## config.mk

```make
export PLATFORM = sky130hd
export DESIGN_NAME = psram_host
export DESIGN_NICKNAME = d
export VERILOG_FILES = /design/src/common/psram_host_pkg.sv /design/src/design/psram_host.sv
export SDC_FILE = /design/constraint.sdc
export NUM_CORES = 1
export LEC_CHECK = 0
export BUFFER_PORTS_ARGS = -buffer_cell sky130_fd_sc_hd__buf_2
export CAP_MARGIN = 20
export CORE_MARGIN = 2
export CORE_UTILIZATION = 45
export DETAILED_ROUTE_END_ITERATION = 16
export PLACE_DENSITY = 0.76
export SLEW_MARGIN = 20
export SYNTH_ARGS = -nofsm -noshare
export SYNTH_HDL_FRONTEND = slang
export SYNTH_SLANG_ARGS = --single-unit
```

## constraint.sdc

```tcl
create_clock -name pclk -period 2.9 [get_ports pclk]
set_input_delay 0.145 -clock pclk [delete_from_list [all_inputs] [get_ports pclk]]
set_output_delay 0.145 -clock pclk [all_outputs]
set_load 0.01 [all_outputs]
```

## src/common/psram_host_pkg.sv

```systemverilog
// Purpose: constants, register map and state type of the pseudo-static RAM host controller
// Assumes: pclk runs at 10 MHz
// Notes: times are kept in ns, cycle counts are derived from them
//
// Functional notes
// - async read holds select, output drive and byte selects low, write strobe high.
// - async write needs select, write strobe, byte selects low; output drive ignored.
// - without page mode, address latch pulses for capture or stays low throughout.
// - clock stays low in async operation; hold_off_flag is ignored there.
// - write strobe low time never exceeds max_select_low_time.
// - page reads need refresh_config_reg bit 7, latch low and clock low.
// - select rises after a page access and never stays low past max_select_low_time.
// - burst address and direction are taken at first clock rise with latch low.
// - after power-up the device needs 150us with select held high.
// - deep_sleep begins at select rise after refresh_config_reg bit 4 written zero.
// - burst configuration access keeps select low for a single-word burst.
// - burst suspend holds the clock static; output drive high floats data.
package psram_host_pkg;

  // ----------------------------------------------------------------
  // register map
  // ----------------------------------------------------------------
  localparam logic [7:0] OFF_CTRL = 8'h00;
  localparam logic [7:0] OFF_ADDR = 8'h04;
  localparam logic [7:0] OFF_WDATA = 8'h08;
  localparam logic [7:0] OFF_RDATA = 8'h0C;
  localparam logic [7:0] OFF_STATUS = 8'h10;
  localparam logic [7:0] OFF_PAGE = 8'h40;
  localparam logic [7:0] OFF_PAGE_END = 8'h7C;

  localparam int CTRL_START = 0;
  localparam int CTRL_WRITE = 1;
  localparam int CTRL_PAGE = 2;
  localparam int CTRL_CFG = 3;
  localparam int CTRL_ADVP = 4;
  localparam int CTRL_SYNC = 5;
  localparam int CTRL_WPOL = 6;
  localparam int CTRL_LBE = 8;
  localparam int CTRL_HBE = 9;
  localparam int CTRL_PCNT = 12;
  localparam logic [31:0] CTRL_RST = 32'h0000_0300;

  localparam int STAT_BUSY = 0;
  localparam int STAT_INIT = 1;
  localparam int STAT_DONE = 2;
  localparam int STAT_ABORT = 3;

  // ----------------------------------------------------------------
  // timing
  // ----------------------------------------------------------------
  localparam int CLK_NS = 100;
  localparam int INIT_NS = 150000;
  localparam int ACC_NS = 70;
  localparam int PAGE_NS = 20;
  localparam int WR_NS = 70;
  localparam int MAX_SELECT_LOW_TIME_NS = 4000;
  localparam int SYNC_CYC = 4;
  localparam logic [11:0] INIT_CYC = 12'((INIT_NS + CLK_NS - 1) / CLK_NS);
  localparam logic [11:0] A_DONE = 12'((ACC_NS + CLK_NS - 1) / CLK_NS + SYNC_CYC);
  localparam logic [11:0] P_DONE = 12'((PAGE_NS + CLK_NS - 1) / CLK_NS + SYNC_CYC);
  localparam logic [11:0] W_DONE = 12'((WR_NS + CLK_NS - 1) / CLK_NS);
  localparam logic [11:0] MAX_SELECT_LOW_TIME_CYC = 12'(MAX_SELECT_LOW_TIME_NS / CLK_NS);
  localparam logic [11:0] MAX_SELECT_LOW_TIME_ABORT = 12'(MAX_SELECT_LOW_TIME_NS / CLK_NS - 2);
  localparam logic [11:0] B_SYNC = 12'(SYNC_CYC);
  localparam logic [11:0] BURST_LAT = 12'h003;

  typedef enum logic [3:0] {
    ST_INIT, ST_IDLE, ST_A_ACC, ST_PG_ACC, ST_W_HOLD, ST_W_REL,
    ST_B_LO, ST_B_HI, ST_B_X, ST_B_CAP, ST_END
  } state_t;

endpackage

```

## src/design/psram_host.sv

```systemverilog
// Purpose: APB-programmed host that drives a pseudo-static RAM bus in async, page and burst modes
// Assumes: pins of the memory are sampled through three-flop filters
// Notes: one operation at a time; a start while busy launches nothing, but its control word still overwrites ctrl_q
//
// The implementer's own choices: the address map and the APB slave port.
`timescale 1ns/1ps
module psram_host
  import psram_host_pkg::*;
#(
  parameter int ADDR_W = 21
)(
  input wire logic pclk,
  input wire logic presetn,
  input wire logic clk_en,
  input wire logic psel,
  input wire logic penable,
  input wire logic pwrite,
  input wire logic [7:0] paddr,
  input wire logic [31:0] pwdata,
  output logic [31:0] prdata,
  output logic pready,
  output logic pslverr,
  output logic [ADDR_W-1:0] mem_addr,
  output logic [15:0] dq_out,
  output logic dq_oe,
  input wire logic [15:0] dq_in,
  output logic mem_clk,
  output logic addr_latch_n,
  output logic chip_select_n,
  output logic output_drive_n,
  output logic write_strobe_n,
  output logic low_byte_sel_n,
  output logic high_byte_sel_n,
  output logic cfg_space_sel,
  input wire logic hold_off_flag
);

  if (ADDR_W < 5 || ADDR_W > 32) begin : g_chk
    $error("ADDR_W must lie between 5 and 32");
  end

  // ----------------------------------------------------------------
  // declarations
  // ----------------------------------------------------------------
  state_t state_q;
  logic [11:0] cnt_q, cs_low_q;
  logic [3:0] idx_q;
  logic [31:0] ctrl_q, prdata_q, rd_d;
  logic [ADDR_W-1:0] addr_q, mem_addr_q;
  logic [15:0] wdata_q, rdata_q, dq_out_q;
  logic [15:0] dq_s1_q, dq_s2_q, dq_s3_q, dq_f_q;
  logic [15:0] page_mem_q [16];
  logic [2:0] wt_s_q;
  logic wt_f_q, pready_q, pslverr_q, done_q, abort_q, init_done_q;
  logic dq_oe_q, mem_clk_q, addr_latch_n_q, chip_select_n_q, output_drive_n_q;
  logic write_strobe_n_q, low_byte_sel_n_q, high_byte_sel_n_q, cfg_space_sel_q;
  logic apb_setup, apb_wr, start, cap_now, max_select_low_time_hit, wait_act, is_wr, active;

  function automatic logic is_page(input logic [7:0] a);
    return a >= OFF_PAGE && a <= OFF_PAGE_END && a[1:0] == 2'b00;
  endfunction

  assign apb_setup = psel && !penable && !pready_q;
  assign apb_wr = psel && penable && pready_q && pwrite;
  assign start = apb_wr && paddr == OFF_CTRL && pwdata[CTRL_START] && state_q == ST_IDLE;
  assign is_wr = ctrl_q[CTRL_WRITE];
  assign wait_act = wt_f_q == ctrl_q[CTRL_WPOL];
  assign max_select_low_time_hit = !chip_select_n_q && cs_low_q >= MAX_SELECT_LOW_TIME_ABORT;
  assign active = state_q != ST_INIT && state_q != ST_IDLE && state_q != ST_END;
  assign cap_now = (state_q == ST_A_ACC && cnt_q == A_DONE) || (state_q == ST_PG_ACC && cnt_q == P_DONE)
    || (state_q == ST_B_CAP && !is_wr && cnt_q == B_SYNC);

  // ----------------------------------------------------------------
  // apb slave
  // ----------------------------------------------------------------
  always_comb
  begin
    rd_d = 32'h0000_0000;
    if (paddr == OFF_CTRL)
      rd_d = ctrl_q;
    else if (paddr == OFF_ADDR)
      rd_d = 32'(addr_q);
    else if (paddr == OFF_WDATA)
      rd_d = {16'h0000, wdata_q};
    else if (paddr == OFF_RDATA)
      rd_d = {16'h0000, rdata_q};
    else if (paddr == OFF_STATUS)
      rd_d = {28'h0000000, abort_q, done_q, init_done_q, state_q != ST_IDLE};
    else if (is_page(paddr))
      rd_d = {16'h0000, page_mem_q[paddr[5:2]]};
  end

  always_ff @(posedge pclk or negedge presetn)
  begin
    if (!presetn)
    begin
      pready_q <= 1'b0;
      pslverr_q <= 1'b0;
      prdata_q <= 32'h0000_0000;
    end
    else if (clk_en)
    begin
      pready_q <= apb_setup;
      if (apb_setup)
      begin
        pslverr_q <= !(paddr == OFF_CTRL || paddr == OFF_ADDR || paddr == OFF_WDATA
          || paddr == OFF_RDATA || paddr == OFF_STATUS || is_page(paddr));
        prdata_q <= rd_d;
      end
    end
  end

  always_ff @(posedge pclk or negedge presetn)
  begin
    if (!presetn)
    begin
      ctrl_q <= CTRL_RST;
      addr_q <= '0;
      wdata_q <= 16'h0000;
    end
    else if (clk_en && apb_wr)
    begin
      if (paddr == OFF_CTRL)
        ctrl_q <= {pwdata[31:1], 1'b0};
      else if (paddr == OFF_ADDR)
        addr_q <= pwdata[ADDR_W-1:0];
      else if (paddr == OFF_WDATA)
        wdata_q <= pwdata[15:0];
    end
  end

  // sticky flags: a hardware set in the clearing cycle survives
  always_ff @(posedge pclk or negedge presetn)
  begin
    if (!presetn)
    begin
      done_q <= 1'b0;
      abort_q <= 1'b0;
    end
    else if (clk_en)
    begin
      done_q <= (done_q && !(apb_wr && paddr == OFF_STATUS && pwdata[STAT_DONE])) || state_q == ST_END;
      abort_q <= (abort_q && !(apb_wr && paddr == OFF_STATUS && pwdata[STAT_ABORT])) || (max_select_low_time_hit && active);
    end
  end

  // ----------------------------------------------------------------
  // pin input filters
  // ----------------------------------------------------------------
  always_ff @(posedge pclk or negedge presetn)
  begin
    if (!presetn)
    begin
      dq_s1_q <= 16'h0000;
      dq_s2_q <= 16'h0000;
      dq_s3_q <= 16'h0000;
      dq_f_q <= 16'h0000;
      wt_s_q <= 3'h0;
      wt_f_q <= 1'b0;
    end
    else if (clk_en)
    begin
      dq_s1_q <= dq_in;
      dq_s2_q <= dq_s1_q;
      dq_s3_q <= dq_s2_q;
      dq_f_q <= (dq_s2_q & dq_s3_q) | (dq_f_q & (dq_s2_q | dq_s3_q));
      wt_s_q <= {wt_s_q[1:0], hold_off_flag};
      wt_f_q <= (wt_s_q[1] & wt_s_q[2]) | (wt_f_q & (wt_s_q[1] | wt_s_q[2]));
    end
  end

  // ----------------------------------------------------------------
  // read capture
  // ----------------------------------------------------------------
  always_ff @(posedge pclk)
  begin
    if (clk_en && cap_now)
      page_mem_q[idx_q] <= dq_f_q;
  end

  always_ff @(posedge pclk or negedge presetn)
  begin
    if (!presetn)
      rdata_q <= 16'h0000;
    else if (clk_en && cap_now)
      rdata_q <= dq_f_q;
  end

  // select low time is counted so no access outlives the refresh window
  always_ff @(posedge pclk or negedge presetn)
  begin
    if (!presetn)
      cs_low_q <= 12'h000;
    else if (clk_en)
      cs_low_q <= chip_select_n_q ? 12'h000 : cs_low_q + 12'h001;
  end

  // ----------------------------------------------------------------
  // bus sequencer
  // ----------------------------------------------------------------
  always_ff @(posedge pclk or negedge presetn)
  begin
    if (!presetn)
    begin
      state_q <= ST_INIT;
      cnt_q <= 12'h000;
      idx_q <= 4'h0;
      init_done_q <= 1'b0;
      mem_addr_q <= '0;
      dq_out_q <= 16'h0000;
      dq_oe_q <= 1'b0;
      mem_clk_q <= 1'b0;
      addr_latch_n_q <= 1'b1;
      chip_select_n_q <= 1'b1;
      output_drive_n_q <= 1'b1;
      write_strobe_n_q <= 1'b1;
      low_byte_sel_n_q <= 1'b1;
      high_byte_sel_n_q <= 1'b1;
      cfg_space_sel_q <= 1'b0;
    end
    else if (clk_en)
    begin
      case (state_q)
        ST_INIT:
        begin
          cnt_q <= cnt_q + 12'h001;
          if (cnt_q == INIT_CYC - 12'h001)
          begin
            init_done_q <= 1'b1;
            state_q <= ST_IDLE;
          end
        end
        ST_IDLE:
        begin
          // the command word lands in ctrl_q at this very edge, so it is decoded from pwdata
          if (start)
          begin
            mem_addr_q <= addr_q;
            cfg_space_sel_q <= pwdata[CTRL_CFG];
            chip_select_n_q <= 1'b0;
            addr_latch_n_q <= 1'b0;
            low_byte_sel_n_q <= !pwdata[CTRL_LBE];
            high_byte_sel_n_q <= !pwdata[CTRL_HBE];
            dq_out_q <= wdata_q;
            cnt_q <= 12'h000;
            idx_q <= 4'h0;
            // configuration writes carry their value on the address lines
            dq_oe_q <= pwdata[CTRL_WRITE] && !pwdata[CTRL_CFG];
            write_strobe_n_q <= !pwdata[CTRL_WRITE];
            output_drive_n_q <= pwdata[CTRL_WRITE];
            if (pwdata[CTRL_SYNC] && !pwdata[CTRL_PAGE])
            begin
              output_drive_n_q <= 1'b1;
              state_q <= ST_B_LO;
            end
            else if (pwdata[CTRL_WRITE])
              state_q <= ST_W_HOLD;
            else
              state_q <= pwdata[CTRL_PAGE] ? ST_PG_ACC : ST_A_ACC;
          end
        end
        ST_A_ACC, ST_PG_ACC:
        begin
          if (ctrl_q[CTRL_ADVP] && !ctrl_q[CTRL_PAGE])
            addr_latch_n_q <= 1'b1;
          cnt_q <= cnt_q + 12'h001;
          if (cap_now)
          begin
            if (ctrl_q[CTRL_PAGE] && idx_q != ctrl_q[CTRL_PCNT+:4])
            begin
              idx_q <= idx_q + 4'h1;
              mem_addr_q[3:0] <= mem_addr_q[3:0] + 4'h1;
              cnt_q <= 12'h000;
              state_q <= ST_PG_ACC;
            end
            else
              state_q <= ST_END;
          end
        end
        ST_W_HOLD:
        begin
          if (ctrl_q[CTRL_ADVP])
            addr_latch_n_q <= 1'b1;
          cnt_q <= cnt_q + 12'h001;
          if (cnt_q >= W_DONE - 12'h001)
          begin
            write_strobe_n_q <= 1'b1;
            state_q <= ST_W_REL;
          end
        end
        ST_W_REL:
          state_q <= ST_END;
        ST_B_LO:
        begin
          mem_clk_q <= 1'b1;
          state_q <= ST_B_HI;
        end
        ST_B_HI:
        begin
          mem_clk_q <= 1'b0;
          addr_latch_n_q <= 1'b1;
          write_strobe_n_q <= 1'b1;
          output_drive_n_q <= is_wr;
          cnt_q <= cnt_q + 12'h001;
          // the filtered flag lags the pin, so a minimum latency is always spent
          if (cnt_q >= BURST_LAT && !wait_act)
            state_q <= ST_B_X;
          else
            state_q <= ST_B_LO;
        end
        ST_B_X:
        begin
          mem_clk_q <= 1'b1;
          cnt_q <= 12'h000;
          state_q <= ST_B_CAP;
        end
        ST_B_CAP:
        begin
          cnt_q <= cnt_q + 12'h001;
          if (is_wr || cnt_q == B_SYNC)
            state_q <= ST_END;
        end
        ST_END:
        begin
          chip_select_n_q <= 1'b1;
          output_drive_n_q <= 1'b1;
          write_strobe_n_q <= 1'b1;
          addr_latch_n_q <= 1'b1;
          low_byte_sel_n_q <= 1'b1;
          high_byte_sel_n_q <= 1'b1;
          cfg_space_sel_q <= 1'b0;
          dq_oe_q <= 1'b0;
          mem_clk_q <= 1'b0;
          state_q <= ST_IDLE;
        end
        default:
          state_q <= ST_IDLE;
      endcase
      if (max_select_low_time_hit && active)
        state_q <= ST_END;
    end
  end

  assign prdata = prdata_q;
  assign pready = pready_q;
  assign pslverr = pslverr_q;
  assign mem_addr = mem_addr_q;
  assign dq_out = dq_out_q;
  assign dq_oe = dq_oe_q;
  assign mem_clk = mem_clk_q;
  assign addr_latch_n = addr_latch_n_q;
  assign chip_select_n = chip_select_n_q;
  assign output_drive_n = output_drive_n_q;
  assign write_strobe_n = write_strobe_n_q;
  assign low_byte_sel_n = low_byte_sel_n_q;
  assign high_byte_sel_n = high_byte_sel_n_q;
  assign cfg_space_sel = cfg_space_sel_q;
endmodule // psram_host

```

==> results.md <==
Setup path:
- Traced cell by cell, the critical path runs through nor4_1, nand4_1, nor3b_2, nand2_1, nor2_1, buf_12.
- The startpoint of the worst register-to-register path is cnt_q[6].
- STA classifies the critical path startpoint as a flop.
- The slowest cell on the critical path is nor4_1.
- In this run the worst setup path begins at cnt_q[6].
- For the worst setup path, the data arrival time is 2.90 ns.
- The type of element capturing the critical path is a flop.
- The data required time of the worst path is 3.19 ns.
- The kind of cell with the highest combined delay along the critical path is simple AND/OR/NAND/NOR gates.
- In this design, the stage delay of the slowest critical-path cell is 0.49 ns.
- Along the worst path, the maximum fanout reaches 16.
- The kind of critical path is flop to flop.
- The count of buffering cells on the critical path with inverters included is 1.

Global routing:
- Summed over all layers, the global routing overflow is 0.
- The first global-routing pass estimated 83000 um of wire.
- The combined global-route utilization of all metal layers is 21.2%.
- The number of antenna violations at the first check in global routing is 1.
- Entering global routing, the biggest net connects 110 pins.
- The via count of the first global-routing pass is 14600.

Placement:
- Once detailed placement completed, the half-perimeter wirelength came to 33900 um.
- The count of buffers added on input and output ports is 142.
- The cell total after placement is 2368.
- The placed standard-cell area is 0.0239 sq mm.
- The weighted congestion at the end of routability-driven global placement is 0.902.

Routing:
- The routed layout has 14400 vias.
- The first detailed-routing pass took 5 iterations.
- After detailed routing, the met2 layer carries 25400 um of wire.
- The remaining design rule violation count is 0.
- The uppermost signal routing layer after detailed routing is met5.
- The DRC violation total after the first TritonRoute iteration is 1443.
- The final layout contains routed wiring with a total length of 52900 um.
- The detailed-route wire length on metal 1 is 22200 um.
- The number of vias per cell is 5.71.
- After detailed routing, the met3 layer carries 3980 um of wire.
- The remaining antenna violation count after routing is 0.
- The average wire per standard cell is 21.0 um.

Logic synthesis:
- When the netlist entered floorplanning its net count stood at 1706.
- Synthesis produced 1633 cells.
- Yosys printed 0 warnings.
- The post-synthesis instance area is 0.0220 sq mm.
- The post-synthesis async set-or-reset flop share is 51.1%.
- After synthesis, the mean cell area works out to 13.5 sq um.
- Counting flops and latches in the post-synthesis netlist gives 523.
- The netlist uses 69 different library cells.
- For this run, the leading register cell type out of synthesis is dfrtp_1.
- The number of enable-type register cells in the synthesized netlist is 256.
- The sequential fraction of the synthesis area is 65.3%.

Cells and area:
- Fill cells in the final layout number 3914.
- The final cell count without fillers is 2518.
- The area taken by multi-input logic gates is 0.00720 sq mm.
- The ratio of cells with drive above 1 in the final layout is 25.9%.
- The layout overhead on the synthesized area is 18.7%.
- The area used by sequential logic in the layout is 0.0144 sq mm.
- In the final design database the tool counted 1925 nets.
- The number of antenna diodes in the final layout is 0.
- The design area is 0.0261 sq mm.

STA:
- In this run the tightest slew margin relative to its limit is 39.1%.
- Static timing analysis puts the maximum clock frequency at 0.383 GHz.
- The number of pins with negative max-slew slack in the final report is 0.
- The worst path in the final design needs a cycle of 2.61 ns, including I/O delays and setup.
- Setup total negative slack on the finished layout was measured at 0 ns.
- The transition at the pin with the smallest max-transition slack is 0.910 ns.
- The count of endpoints failing setup in the final report is 0.
- Clock skew on the completed layout was measured at 0.0275 ns.
- After layout, the worst path uses 90.1% of the clock period.
- Setup repair after global routing left no endpoint under its margin.
- The final hold violation count is 0.

Job:
- Across the run, the number of max-cap violations was 0.

Pwr:
- In this run the power density over the cells is 684 mW/mm^2.
- Sequential cells burn 51.6% of the power.
- Combinational logic burns 11.4% of the power.
- The internal portion of total power is 13300 uW.
- The fraction of power spent switching nets is 25.7%.
- The leakage dissipation is 0.0108 uW.
- The net switching power figure is 4600 uW.
- The post-route total power is 17900 uW.
- The largest voltage drop on the vdd net is 0.507 mV.
- The power share of the clock group is 37.0%.

Die:
- The die covers 0.0507 sq mm.
- The starting density of the core is 45.2%.
- The number of core rows is 81.
- The chip height is 225 um.
- Pin placement for this block handled 143 I/O pins.
- The total area inside the core boundary comes to 0.0486 sq mm.
- The chip width is 225 um.

Clock tree:
- The clock slew at the register clock pins of the worst setup and hold paths is 0.06 ns.
- The clock tree from TritonCTS is yes.
- The insertion delay to the later sink of the worst-skew pair is 0.60 ns.
- The root buffer cell chosen for the clock tree is clkbuf_16.
- The number of clock sinks is 523.
- CTS built an H-tree with a depth of 2.
- The maximum clock insertion buffer count is 3.
- TritonCTS created 53 clock buffers.

Outcome:
- The flow ran to the end, and the final reports show no timing, DRC or antenna violations.

Worst hold path:
- The class of the most critical hold timing path is primary input to flop.
- In this run the most critical hold path is launched from paddr[5].
synth_stat cells, types with 4 or more instances:
cell,n,area share [%]
clkbuf_1,53,0.90
a22o_1,10,0.40
dfrtp_1,259,29
buf_2,19,0.43
nor4_1,5,0.14
and2_1,10,0.28
a31oi_1,13,0.37
nor3_1,18,0.41
inv_1,27,0.46
nor2b_1,6,0.17
or3_1,6,0.17
dfstp_2,8,0.95
buf_1,14,0.24
a21o_1,5,0.17
mux4_2,59,6.0
nand2_1,281,4.8
mux2_2,99,5.1
nand2b_1,28,0.80
ha_1,10,0.57
nor2_1,92,1.6
nor3b_1,8,0.27
o211ai_1,10,0.34
nand4_1,9,0.26
mux2_4,20,1.4
a221oi_1,16,0.64
a21oi_1,82,1.9
and3_1,4,0.11
nand3_1,37,0.84
a31o_2,5,0.20
o21ai_0,43,0.98
edfxtp_1,256,35
a22oi_1,15,0.51
mux2i_1,33,1.5
xor2_1,5,0.20
xnor2_1,7,0.28
o22ai_1,9,0.26
o21a_1,4,0.14
worst register-to-register path, cell delays in order, from the launching register on:
cell and delay [ns]:
dfrtp_1 0.44, nor4_1 0.50, nand4_1 0.24, nor3b_2 0.43
nand2_1 0.23, nor2_1 0.25, buf_12 0.21
sequential cells by signal, indices dropped and copies added (netlist names), 3 cells and up:
register and count:
wdata_q 16, state_q 4, page_mem_q 256, cnt_q 12, mem_addr 21, dq_s1_q 16
dq_out 16, prdata 32, idx_q 4, dq_s2_q 16, dq_f_q 16, cs_low_q 12
dq_s3_q 16, wt_s_q 3, rdata_q 16, ctrl_q 31, addr_q 21
through the flow:
stage,setup WS [ns],hold WS (ns),util [%]
2_1_floorplan,0.198,-0.151,-
3_3_place_gp,0.106,0.265,49.2
3_5_place_dp,0.0752,0.277,49.2
4_1_cts,0.0288,0.00215,53.7
5_1_grt,0.0556,0.0402,53.7
6_report,0.286,0.0276,53.7
per-layer routing:
metal / track usage, % / vias to the layer above
met2: 34.8 / 544
met4: 6.17 / 2
met3: 4.30 / 99
met5: 0 / -
met1: 28.6 / 7315
li1: - / 6426
kinds of logic (layout without fill, tap and decap cells):
family,count (synthesis),after routing,share of synthesized area (%)
AO/OA/AOI/OAI,237,237,6.84
XOR/XNOR,12,12,0.477
adder cells (fa/ha/maj),10,10,0.568
buffers and inverters,116,379,2.17
flip-flops,523,523,65.3
multiplexers,211,211,14.0
AND/OR/NAND/NOR,524,524,10.6
final timing paths:
kind	endpoint	slack [ns]	cells past startpoint
max reg2reg	page_mem_q[15][2]	0.29	6
max in group asynchronous	ctrl_q[8]	1.84	3
min in group asynchronous	mem_addr[16]	0.21	2
min reg2reg	prdata[27]	0.46	2
max	page_mem_q[15][2]	0.29	6
min	ctrl_q[1]	0.03	5
layout by cell type, fill, tap and decap left out, drive strengths merged, types with 27 or more instances in the layout:
master       synthesis  final
nand2              282    282
dfrtp              259    259
edfxtp             256    256
buf                 36    202
mux2               119    119
nor2                92     92
a21oi               82     82
clkbuf              53     70
mux4                59     59
dlygate4sd3          0     51
o21ai               45     45
nand3               37     37
mux2i               33     33
nand2b              28     28
inv                 27     27
cell type report:
cell class / count / area share, %
Sequential cell: 523 / 55.0
Multi-Input combinational cell: 994 / 27.5
Timing Repair Buffer: 253 / 7.55
Clock buffer: 70 / 5.59
Tap cell: 622 / 2.98
Clock inverter: 29 / 0.919
Inverter: 27 / 0.388
power groups by stage:
stage	Sequential [uW]	Clock (uW)	Combinational, uW
finish	9210	6610	2040
global placement	9300	0	1910
floorplan	9080	0	1310
CTS	9210	6740	2030
global route	9310	7040	2250
detailed placement	9350	0	1960
repair_timing:
action,CTS,global route
endpoints found under the hold margin,190,0
resized for setup,0,1
setup buffers,0,0
setup endpoints to repair,0,256
hold buffers,51,0
No activity file was read; power rests on OpenSTA's default activity.
